$ cat config.mk
export PLATFORM = sky130hd
export DESIGN_NAME = sir_top
export DESIGN_NICKNAME = d
export VERILOG_FILES = /design/src/design/sir_pkg.sv /design/src/design/sir_top.sv /design/src/design/sir_req_gate.sv
export SDC_FILE = /design/constraint.sdc
export NUM_CORES = 1
export LEC_CHECK = 0
export BUFFER_PORTS_ARGS = -buffer_cell sky130_fd_sc_hd__buf_2
export CAP_MARGIN = 20
export CORE_ASPECT_RATIO = 1.4
export CORE_MARGIN = 2
export CORE_UTILIZATION = 34
export DETAILED_ROUTE_END_ITERATION = 7
export PLACE_DENSITY = 0.86
export SYNTH_ARGS = -nofsm -noshare
export SYNTH_HDL_FRONTEND = slang
export SYNTH_SLANG_ARGS = --single-unit
$ cat constraint.sdc
create_clock -name CLOCK -period 1.7 [get_ports CLOCK]
set_clock_uncertainty 0.15 [all_clocks]
set_input_delay 0.085 -clock CLOCK [delete_from_list [all_inputs] [get_ports CLOCK]]
set_output_delay 0.085 -clock CLOCK [all_outputs]
set_load 0.03 [all_outputs]
$ cat src/design/sir_pkg.sv
// package for the serial channel request logic: register map, fields, resets
package sir_pkg;
   // register byte offsets
   localparam logic [3:0] CTRL_OFF       = 4'h0;
   localparam logic [3:0] STAT_OFF       = 4'h4;
   localparam logic [3:0] EVENT_OFF      = 4'h8;
   // control register fields
   localparam int         CTRL_END_EN_BIT   = 2;
   localparam int         CTRL_RECV_EN_BIT  = 6;
   localparam int         CTRL_EMPTY_EN_BIT = 7;
   localparam int         CTRL_TE_BIT    = 5;
   localparam int         CTRL_RE_BIT    = 4;
   localparam logic [7:0] CTRL_RESET     = 8'h00;
   // status register fields
   localparam int         STAT_END_BIT   = 2;
   localparam int         STAT_PER_BIT   = 3;
   localparam int         STAT_FRAME_BIT = 4;
   localparam int         STAT_OVR_BIT   = 5;
   localparam int         STAT_FULL_BIT  = 6;
   localparam int         STAT_EMPTY_BIT = 7;
   localparam logic [7:0] STAT_RESET     = 8'h84;
   localparam logic [7:0] STAT_CLR_MASK  = 8'hFC;
   // channel number strap, index of last channel with dma path
   localparam logic [2:0] DMA_LAST_CHAN  = 3'h1;
   localparam logic [1:0] RESP_OKAY      = 2'h0;
   localparam logic [1:0] RESP_SLVERR    = 2'h2;
   typedef enum logic [1:0] {
      SIR_IDLE,
      SIR_RESP
   } sir_bus_state_t;
endpackage

$ cat src/design/sir_top.sv
// serial channel interrupt and transfer request logic with axi4-lite access
//
// Functional notes
// - four request sources per channel
// - each source maskable by control enables
// - each request kind on own line
// - empty flag raises transmit empty request
// - end flag raises transmit end request
// - transmit empty request triggers transfer controllers
// - transfer done clears empty flag automatically
// - transmit end never triggers transfer controllers
// - full flag raises receive full request
// - any error flag raises receive error
// - receive full request triggers transfer controllers
// - transfer done clears full flag automatically
// - receive error never triggers transfer controllers
// - channels two to four lack dma path
// - no full set during frame/parity error
//
// Chosen here: register access over AXI4-Lite and the address map.
`timescale 1ns/1ps
module sir_top
   import sir_pkg::*;
(
   input  wire logic        CLOCK,
   input  wire logic        RESETN,
   input  wire logic [2:0]  CHAN_ID,
   input  wire logic        TX_BUF_EMPTY_SET,
   input  wire logic        TX_END_SET,
   input  wire logic        RX_FULL_SET,
   input  wire logic        OVERRUN_SET,
   input  wire logic        PARITY_SET,
   input  wire logic        FRAMING_SET,
   input  wire logic        TX_DMA_DONE,
   input  wire logic        TX_XFC_DONE,
   input  wire logic        RX_DMA_DONE,
   input  wire logic        RX_XFC_DONE,
   output logic             TRANSMIT_END_IRQ,
   output logic             RECEIVE_ERROR_IRQ,
   output logic             RECEIVE_FULL_IRQ,
   output logic             TRANSMIT_EMPTY_IRQ,
   output logic             TX_DMA_REQ,
   output logic             TX_XFC_REQ,
   output logic             RX_DMA_REQ,
   output logic             RX_XFC_REQ,
   output logic             TX_ENABLE,
   output logic             RX_ENABLE,
   input  wire logic [31:0] AWADDR,
   input  wire logic        AWVALID,
   output logic             AWREADY,
   input  wire logic [31:0] WDATA,
   input  wire logic [3:0]  WSTRB,
   input  wire logic        WVALID,
   output logic             WREADY,
   output logic [1:0]       BRESP,
   output logic             BVALID,
   input  wire logic        BREADY,
   input  wire logic [31:0] ARADDR,
   input  wire logic        ARVALID,
   output logic             ARREADY,
   output logic [31:0]      RDATA,
   output logic [1:0]       RRESP,
   output logic             RVALID,
   input  wire logic        RREADY
);
   typedef struct packed {
      logic [7:0]     ctrl;
      logic [7:0]     stat;
      logic           chan_dma_ok;
      logic           aw_got;
      logic [3:0]     aw_addr;
      logic           w_got;
      logic [7:0]     w_data;
      logic           w_strb0;
      sir_bus_state_t wr_st;
      logic [1:0]     bresp;
      sir_bus_state_t rd_st;
      logic [31:0]    rdata;
      logic [1:0]     rresp;
   } sir_state_t;

   sir_state_t q;
   sir_state_t d;

   logic rx_err;
   logic rx_blocked;
   logic tx_xfer_done;
   logic rx_xfer_done;
   logic do_write;
   logic do_read;
   logic [7:0] stat_set;
   logic [7:0] stat_wclr;
   logic [3:0] ar_off;
   logic       tx_xfer;
   logic       rx_xfer;
   logic       te_dummy;
   logic       er_dummy;

   assign rx_err = q.stat[STAT_OVR_BIT] | q.stat[STAT_PER_BIT]
                 | q.stat[STAT_FRAME_BIT];
   // framing or parity error freezes the channel until cleared
   assign rx_blocked = q.stat[STAT_FRAME_BIT] | q.stat[STAT_PER_BIT];
   assign tx_xfer_done = TX_DMA_DONE | TX_XFC_DONE;
   assign rx_xfer_done = RX_DMA_DONE | RX_XFC_DONE;
   assign do_write = (q.wr_st == SIR_IDLE) && q.aw_got && q.w_got;
   assign do_read  = (q.rd_st == SIR_IDLE) && ARVALID;
   assign ar_off   = ARADDR[3:0];

   // four request lines, each its own gate
   sir_req_gate #(.XFER_OK(1'b1)) u_empty (
      .flag        (q.stat[STAT_EMPTY_BIT]),
      .enable      (q.ctrl[CTRL_EMPTY_EN_BIT]),
      .chan_dma_ok (1'b1),
      .irq         (TRANSMIT_EMPTY_IRQ),
      .xfer_req    (tx_xfer)
   );
   sir_req_gate #(.XFER_OK(1'b0)) u_end (
      .flag        (q.stat[STAT_END_BIT]),
      .enable      (q.ctrl[CTRL_END_EN_BIT]),
      .chan_dma_ok (1'b1),
      .irq         (TRANSMIT_END_IRQ),
      .xfer_req    (te_dummy)
   );
   sir_req_gate #(.XFER_OK(1'b1)) u_full (
      .flag        (q.stat[STAT_FULL_BIT]),
      .enable      (q.ctrl[CTRL_RECV_EN_BIT]),
      .chan_dma_ok (1'b1),
      .irq         (RECEIVE_FULL_IRQ),
      .xfer_req    (rx_xfer)
   );
   sir_req_gate #(.XFER_OK(1'b0)) u_err (
      .flag        (rx_err),
      .enable      (q.ctrl[CTRL_RECV_EN_BIT]),
      .chan_dma_ok (1'b1),
      .irq         (RECEIVE_ERROR_IRQ),
      .xfer_req    (er_dummy)
   );

   // dma path only on the low channels; the other controller serves all
   assign TX_DMA_REQ = tx_xfer & q.chan_dma_ok & ~te_dummy;
   assign RX_DMA_REQ = rx_xfer & q.chan_dma_ok & ~er_dummy;
   assign TX_XFC_REQ = tx_xfer;
   assign RX_XFC_REQ = rx_xfer;
   assign TX_ENABLE  = q.ctrl[CTRL_TE_BIT] & ~rx_blocked;
   assign RX_ENABLE  = q.ctrl[CTRL_RE_BIT] & ~rx_blocked;

   assign AWREADY = (q.wr_st == SIR_IDLE) && !q.aw_got;
   assign WREADY  = (q.wr_st == SIR_IDLE) && !q.w_got;
   assign BVALID  = (q.wr_st == SIR_RESP);
   assign BRESP   = q.bresp;
   assign ARREADY = (q.rd_st == SIR_IDLE);
   assign RVALID  = (q.rd_st == SIR_RESP);
   assign RDATA   = q.rdata;
   assign RRESP   = q.rresp;

   always_comb begin
      d = q;
      d.chan_dma_ok = (CHAN_ID <= DMA_LAST_CHAN);
      stat_set  = 8'h00;
      stat_wclr = 8'h00;
      if (AWVALID && AWREADY) begin
         d.aw_got  = 1'b1;
         d.aw_addr = AWADDR[3:0];
      end
      if (WVALID && WREADY) begin
         d.w_got   = 1'b1;
         d.w_data  = WDATA[7:0];
         d.w_strb0 = WSTRB[0];
      end
      unique case (q.wr_st)
         SIR_IDLE: begin
            if (do_write) begin
               d.aw_got = 1'b0;
               d.w_got  = 1'b0;
               d.wr_st  = SIR_RESP;
               d.bresp  = RESP_OKAY;
               if (q.aw_addr == CTRL_OFF) begin
                  if (q.w_strb0) begin
                     d.ctrl = q.w_data;
                  end
               end else if (q.aw_addr == STAT_OFF) begin
                  // write zero clears a flag; writing one keeps it
                  if (q.w_strb0) begin
                     stat_wclr = ~q.w_data & STAT_CLR_MASK;
                  end
               end else if (q.aw_addr == EVENT_OFF) begin
                  if (q.w_strb0) begin
                     stat_set = q.w_data & STAT_CLR_MASK;
                  end
               end else begin
                  d.bresp = RESP_SLVERR;
               end
            end
         end
         SIR_RESP: begin
            if (BREADY) begin
               d.wr_st = SIR_IDLE;
            end
         end
      endcase
      unique case (q.rd_st)
         SIR_IDLE: begin
            if (do_read) begin
               d.rd_st = SIR_RESP;
               d.rresp = RESP_OKAY;
               if (ar_off == CTRL_OFF) begin
                  d.rdata = {24'h000000, q.ctrl};
               end else if (ar_off == STAT_OFF) begin
                  d.rdata = {24'h000000, q.stat};
               end else if (ar_off == EVENT_OFF) begin
                  d.rdata = 32'h00000000;
               end else begin
                  d.rdata = 32'h00000000;
                  d.rresp = RESP_SLVERR;
               end
            end
         end
         SIR_RESP: begin
            if (RREADY) begin
               d.rd_st = SIR_IDLE;
            end
         end
      endcase
      // hardware events; set wins over any clear in the same cycle
      stat_set[STAT_EMPTY_BIT] = stat_set[STAT_EMPTY_BIT] | TX_BUF_EMPTY_SET;
      stat_set[STAT_END_BIT]   = stat_set[STAT_END_BIT] | TX_END_SET;
      stat_set[STAT_FULL_BIT]  = (stat_set[STAT_FULL_BIT] | RX_FULL_SET)
                               & ~rx_blocked;
      stat_set[STAT_OVR_BIT]   = stat_set[STAT_OVR_BIT] | OVERRUN_SET;
      stat_set[STAT_PER_BIT]   = stat_set[STAT_PER_BIT] | PARITY_SET;
      stat_set[STAT_FRAME_BIT] = stat_set[STAT_FRAME_BIT] | FRAMING_SET;
      if (tx_xfer_done) begin
         stat_wclr[STAT_EMPTY_BIT] = 1'b1;
      end
      if (rx_xfer_done) begin
         stat_wclr[STAT_FULL_BIT] = 1'b1;
      end
      d.stat = (q.stat & ~stat_wclr) | stat_set;
   end

   always_ff @(posedge CLOCK) begin
      if (!RESETN) begin
         q             <= '0;
         q.ctrl        <= CTRL_RESET;
         q.stat        <= STAT_RESET;
         q.wr_st       <= SIR_IDLE;
         q.rd_st       <= SIR_IDLE;
         q.bresp       <= RESP_OKAY;
         q.rresp       <= RESP_OKAY;
      end else begin
         q <= d;
      end
   end
endmodule

$ cat src/design/sir_req_gate.sv
// one request line: flag anded with its enable, with optional transfer path
`timescale 1ns/1ps
module sir_req_gate
   import sir_pkg::*;
#(
   parameter bit XFER_OK = 1'b0
) (
   input  wire logic flag,
   input  wire logic enable,
   input  wire logic chan_dma_ok,
   output logic      irq,
   output logic      xfer_req
);
   assign irq      = flag & enable;
   // error and end kinds pass XFER_OK=0, so never reach a transfer controller
   assign xfer_req = XFER_OK ? (flag & enable & chan_dma_ok) : 1'b0;
endmodule

# --- Word level (Yosys, flattened, before mapping) ---
# Index checks and enable logic that the tools add are counted.
totals:
  regBits: 72
  input_bits: 120
  output_inout_bits: 51
classes:
  order_cmp: 1
  eq_ne: 10
  n_mux: 33
  bitwise_logic: 25
  reduce_logical: 18
ops:
  columns: ["cell", "n"]
  rows:
  - ["$mux W8", 13]
  - ["$mux W36", 1]
  - ["$mux W2", 8]
  - ["$not A8 Y8", 2]
  - ["$or A1 B1 Y1", 11]
  - ["$mux W10", 1]
  - ["$and A1 B1 Y1", 9]
  - ["$and A8 B8 Y8", 1]
  - ["$eq A4 B3 Y1 const B", 2]
  - ["$eq A4 B4 Y1 const B", 2]
  - ["$logic_not A4 Y1", 2]
  - ["$or A8 B8 Y8", 1]
  - ["$pmux W2 S2", 2]
  - ["$reduce_and A2 Y1", 4]
  - ["$logic_and A1 B1 Y1", 7]
  - ["$mux W1", 6]
  - ["$ne A2 B1 Y1 const B", 3]
  - ["$mux W5", 1]
  - ["$eq A2 B1 Y1 const B", 2]
  - ["$logic_not A2 Y1", 2]
  - ["$mux W4", 1]
  - ["$reduce_and A4 Y1", 1]
  - ["$le A3 B1 Y1 const B", 1]
  - ["$logic_not A1 Y1", 2]
  - ["2 further kinds", 2]

# --- Depth between registers and ports, before layout ---
logic_depth:
  ltp_word: 10
  depth_mapped: 6
  mapped_depth_nobuf: 4

# --- Hierarchy ---
# Synthesis repeated with hierarchy kept, for this count alone.
unflattened:
  cells_unflattened: 242
  hier_area_um2: 2077.0
by_module_without_submodules:
  columns: ["module", "instances", "cells_per_inst", "area_per_inst_um2", "seq_area_each_um2"]
  rows:
  - ["sir_top", 1, 232, 2016.9, 840.8]
  - ["sir_req_gate (u_end ...)", 2, 3, 17.5, 0.0]
  - ["sir_req_gate (u_empty ...)", 2, 2, 12.5, 0.0]

# --- Least setup slack after synthesis ---
# No wires, ideal clock.
synth_timing:
  kind: "reg2reg"
  start: "reg q[50] (netlist bit)"
  end: "reg q[61] (netlist bit)"
  setup_ps: 132
  t_arrival_ps: 1522
  required_ps: 1418
  path_slack_ps: -104
  path_stages_with_launch: 6
  n_path_buf: 1
  synth_period_minus_slack_ps: 1804
  cell_sequence: "dfxtp_1 > or3b_4 > or4_1 > buf_2 > a211oi_2 > nor3_1"
synth_via:
  elab_chain_cells: 8
  word_cells_on_any_way: 16
  cone_classes: "eq/ne: 2; mux: 9; bitwise: 4; reduce/logical: 1"
synth_lines:
  columns: ["item", "line_no", "rtl"]
  rows:
  - ["start: declaration", "sir_top.sv:82", "sir_state_t q;"]
  - ["$eq A4 B4 Y1 / $eq A4 B3 Y1 (equally long branches)", "sir_top.sv:186, sir_top.sv:181", null]
  - ["$mux W8 (on tied branches)", "sir_top.sv:186, sir_top.sv:181", null]
  - ["$mux W8 (on tied branches)", "sir_top.sv:181, sir_top.sv:177", null]
  - ["$mux W8 (on tied branches)", "sir_top.sv:177, sir_top.sv:172", null]
  - ["$mux W8 (on tied branches)", "sir_top.sv:172, sir_top.sv:170", null]
  - ["$mux W8 / $not A8 Y8 (equally long branches)", "sir_top.sv:170, sir_top.sv:238", null]
  - ["$or A1 B1 Y1 / $and A8 B8 Y8 (equally long branches)", "sir_top.sv:229, sir_top.sv:238", null]
  - ["$or A8 B8 Y8 (*)", "sir_top.sv:238", "d.stat = (q.stat & ~stat_wclr) | stat_set;"]
# Every way passes the cells marked *; elsewhere a longest branch is shown, timed or not.
# A chain may end at the register's enable or synchronous reset.

# --- Worst setup path in the final report ---
layout_timing:
  start: "reg q[51] (netlist bit)"
  end: "reg q[62] (netlist bit)"
layout_via:
  elab_chain_cells: 9
  word_cells_on_any_way: 18
  cone_classes: "eq/ne: 2; mux: 10; bitwise: 5; reduce/logical: 1"
layout_lines:
  columns: ["item", "line_no"]
  rows:
  - ["$eq A4 B4 Y1 / $eq A4 B3 Y1 (equally long branches)", "sir_top.sv:186, sir_top.sv:181"]
  - ["$mux W8 (on tied branches)", "sir_top.sv:186, sir_top.sv:181"]
  - ["$mux W8 (on tied branches)", "sir_top.sv:181, sir_top.sv:177"]
  - ["$mux W8 (on tied branches)", "sir_top.sv:177, sir_top.sv:172"]
  - ["$mux W8 (on tied branches)", "sir_top.sv:172, sir_top.sv:170"]
  - ["$mux W8 / $mux W1 (equally long branches)", "sir_top.sv:170, sir_top.sv:235"]
  - ["$or A1 B1 Y1 / $not A8 Y8 (equally long branches)", "sir_top.sv:227, sir_top.sv:238"]
  - ["$and A1 B1 Y1 / $and A8 B8 Y8 (equally long branches)", "sir_top.sv:228, sir_top.sv:238"]
  - ["$or A8 B8 Y8 (*)", "sir_top.sv:238"]
# Marks and branches as above.

==> reports/metrics.csv <==
stage,metric,value,unit
status,status,finished with violations,
status,violations,negative setup slack,
global_routing,grt_max_degree,23,
cells_and_area,layout_common_cells,"buf_2, dfxtp_1, dlygate4sd3_1, conb_1, a21oi_1",
route,vias,1849,
yosys,syn_inst,233,
critical_path,crit_start,q[51],
placed_design,placed_area,2330,sq um
die,floorplan.rows,33,
power,power,2450,uW
job,cap_violations,0,
critical_path,reg2reg_depth,4,
yosys,ys.flop_type,dfxtp_1,
critical_path,cp_slowest_cell,or4_4,
die,die_h,95.0,um
timing,hold_viol,0,
clocking,clkSinkCount,42,
placed_design,dp_cells,358,
global_routing,grt_pass1_vias,1825,
route,first_pass_iters,4,
critical_path,critPathLaunchType,register,
yosys,syn_area_per_cell,8.63,sq um
route,viasPerCell,4.66,
placed_design,gp_congestion,0.827,
cells_and_area,drive_gt1_share,30.6,%
critical_path,r2r_end,q[62],
power,power_frac_seq,43.9,%
clocking,cts-root-buf,clkbuf_8,
power,combPwrFrac,18.3,%
critical_path,crit_required,1720,ps
critical_path,max_stage_delay,490,ps
die,io_pins,171,
die,dieArea,6560,sq um
yosys,async_flop_share,0,%
global_routing,grt_overflow,0,
global_routing,grt_first_pass_wirelength,7960,um
power,irDropWorstVdd,314,uV
clocking,worstSkewPairLatency,300,ps
yosys,syn_area,2010,sq um
critical_path,end_kind,register,
critical_path,crit_chain,or3b_4 > or4_4 > o211ai_1 > a31oi_1,
timing,fin_tns_setup,-443,ps
cells_and_area,nNetsFinal,446,
yosys,synth_cell_types,35,
critical_path,cp.arrival,1800,ps
cells_and_area,areaGrowthSynthToFinish,38.6,%
cells_and_area,layoutNonFillerInstCount,397,
cells_and_area,final_common_cell,buf_2,
yosys,yosysWarnings,0,
power,p_leak,0.00125,uW
placed_design,port_buffers,60,
placed_design,place_hpwl,3330,um
route,drt-total-wl,4690,um
critical_path,criticalPathCategory,reg2reg,
timing,whs,30.0,ps
timing,finalCriticalPeriod,1780,ps
timing,finalSetupViolations,13,
critical_path,crit_path_end,q[62],
yosys,ys_ff_latch,42,
die,core,5780,sq um
route,wl_per_cell,11.8,um
yosys,synth_edf_count,0,
cells_and_area,diodes,0,
hold_path,holdCritPathClass,in2reg,
critical_path,rrSetupSlack,-80,ps
power,swShare,26.3,%
die,chipWidth,69.0,um
cells_and_area,design_area,2790,sq um
power,cellPowerDensity,878,nW/um^2
route,drcViolationCount,0,
clocking,cts_tree,yes,
critical_path,regToRegStartpoint,q[51],
clocking,clk_pin_slew,90,ps
die,initial_core_util,34.8,%
clocking,h-tree-depth,2,
clocking,cts_max_path_buffers,2,
timing,min_period_over_period,104,%
power,pwr-share-clk,37.8,%
route,postRouteAntennaNets,0,
power,p_int,1800,uW
timing,fmax,0.563,GHz
clocking,cts_buffers,5,
timing,rsz0062_at_grt,yes,
route,first_iter_violations,130,
power,p_switching,645,uW
global_routing,antenna_found_initial,0,
global_routing,groute.usage.overall,14.7,%
critical_path,path_max_fanout,6,
timing,setup_ws,-76.3,ps
timing,slew_viol_final,0,
yosys,ys_seq_area_share,41.8,%
[cell usage after synthesis, types with 2 or more instances]
master     n  area [sq um]
nor3_1     7          35.0
buf_2      2          10.0
inv_1      3          11.3
mux2i_1   11           110
a22oi_1    6          45.0
and3_1     2          12.5
o21ai_1    2          10.0
o21ai_0    8          40.0
nand3_1    2          10.0
buf_4     38           285
and2_1     6          37.5
nand2b_1   2          12.5
nand2_1   23          86.3
a211oi_2   3          37.5
nor2_1    25          93.8
a31oi_1    2          12.5
dfxtp_1   42           841
a211oi_1   3          22.5
a21oi_1   25           125
clkbuf_1   6          22.5
[critical path, delay by kind of cell, from the launching register on]
| family | cells | cell delay (ps) |
|---|---|---|
| AND/OR/NAND/NOR | 2 | 890 |
| flip-flops | 1 | 330 |
| AO/OA/AOI/OAI | 2 | 290 |
[power groups by stage]
stage,Combinational [uW],Clock (uW),Sequential (uW)
6_report,449,927,1070
5_1_grt,489,981,1080
4_1_cts,445,939,1070
2_1_floorplan,316,0,1090
3_3_place_gp,380,0,1090
3_5_place_dp,388,0,1100
[sequential cells by signal (all words and copies together), names as in the netlist]
| signal | cells |
|---|---|
| BRESP | 1 |
| RRESP | 1 |
| q | 32 |
| RDATA | 8 |
[per-layer routing]
metal  track usage (%)  up-vias  wire length, um
met5                 0        -                0
met4              6.70        0              129
met3              2.75       10              320
met2              27.0       78             2290
met1              16.4      842             1950
li1                  -      919                -
[worst min-delay path by stage]
stage / endpoint / cells past startpoint / start / slack (ps)
finish: q[63] / 4 / TX_DMA_DONE / 30
global route: q[63] / 4 / TX_XFC_DONE / 40
CTS: q[63] / 4 / TX_DMA_DONE / 20
detailed placement: q[55] / 2 / CHAN_ID[1] / 110
global placement: q[55] / 2 / CHAN_ID[2] / 100
floorplan: q[55] / 1 / CHAN_ID[1] / 10
[cell families after synthesis]
| logic type | count (synthesis) | share of synthesized area [%] |
|---|---|---|
| flops | 42 | 41.8 |
| simple gates | 77 | 20.5 |
| buf+inv | 51 | 16.7 |
| other cells | 1 | 0.186 |
| mux | 11 | 5.47 |
| compound gates | 51 | 15.4 |
[per-stage QoR]
step	utilization, %	worst slack, ps
after floorplan	-	-98.4
after global placement	40.3	-60.1
after detailed placement	40.3	-92.5
after CTS	48.1	-96.0
after global routing	48.2	-140
final	48.2	-76.3
[area by class of cell]
class / count / area [sq um]
Clock buffer: 5 / 68.8
Tap cell: 70 / 87.6
Inverter: 4 / 15.0
Multi-Input combinational cell: 165 / 943
Clock inverter: 3 / 68.8
Fill cell: 535 / 2990
Timing Repair Buffer: 108 / 761
Sequential cell: 42 / 845
[repair_timing]
| item | CTS | global route |
|---|---|---|
| endpoints found under the setup margin | 9 | 14 |
| pin swaps | 1 | 2 |
| hold buffers | 30 | 0 |
| hold endpoints to repair | 31 | 0 |
| setup buffers | 0 | 1 |
| resized for setup | 2 | 2 |
(Power assumes the default switching activity.)
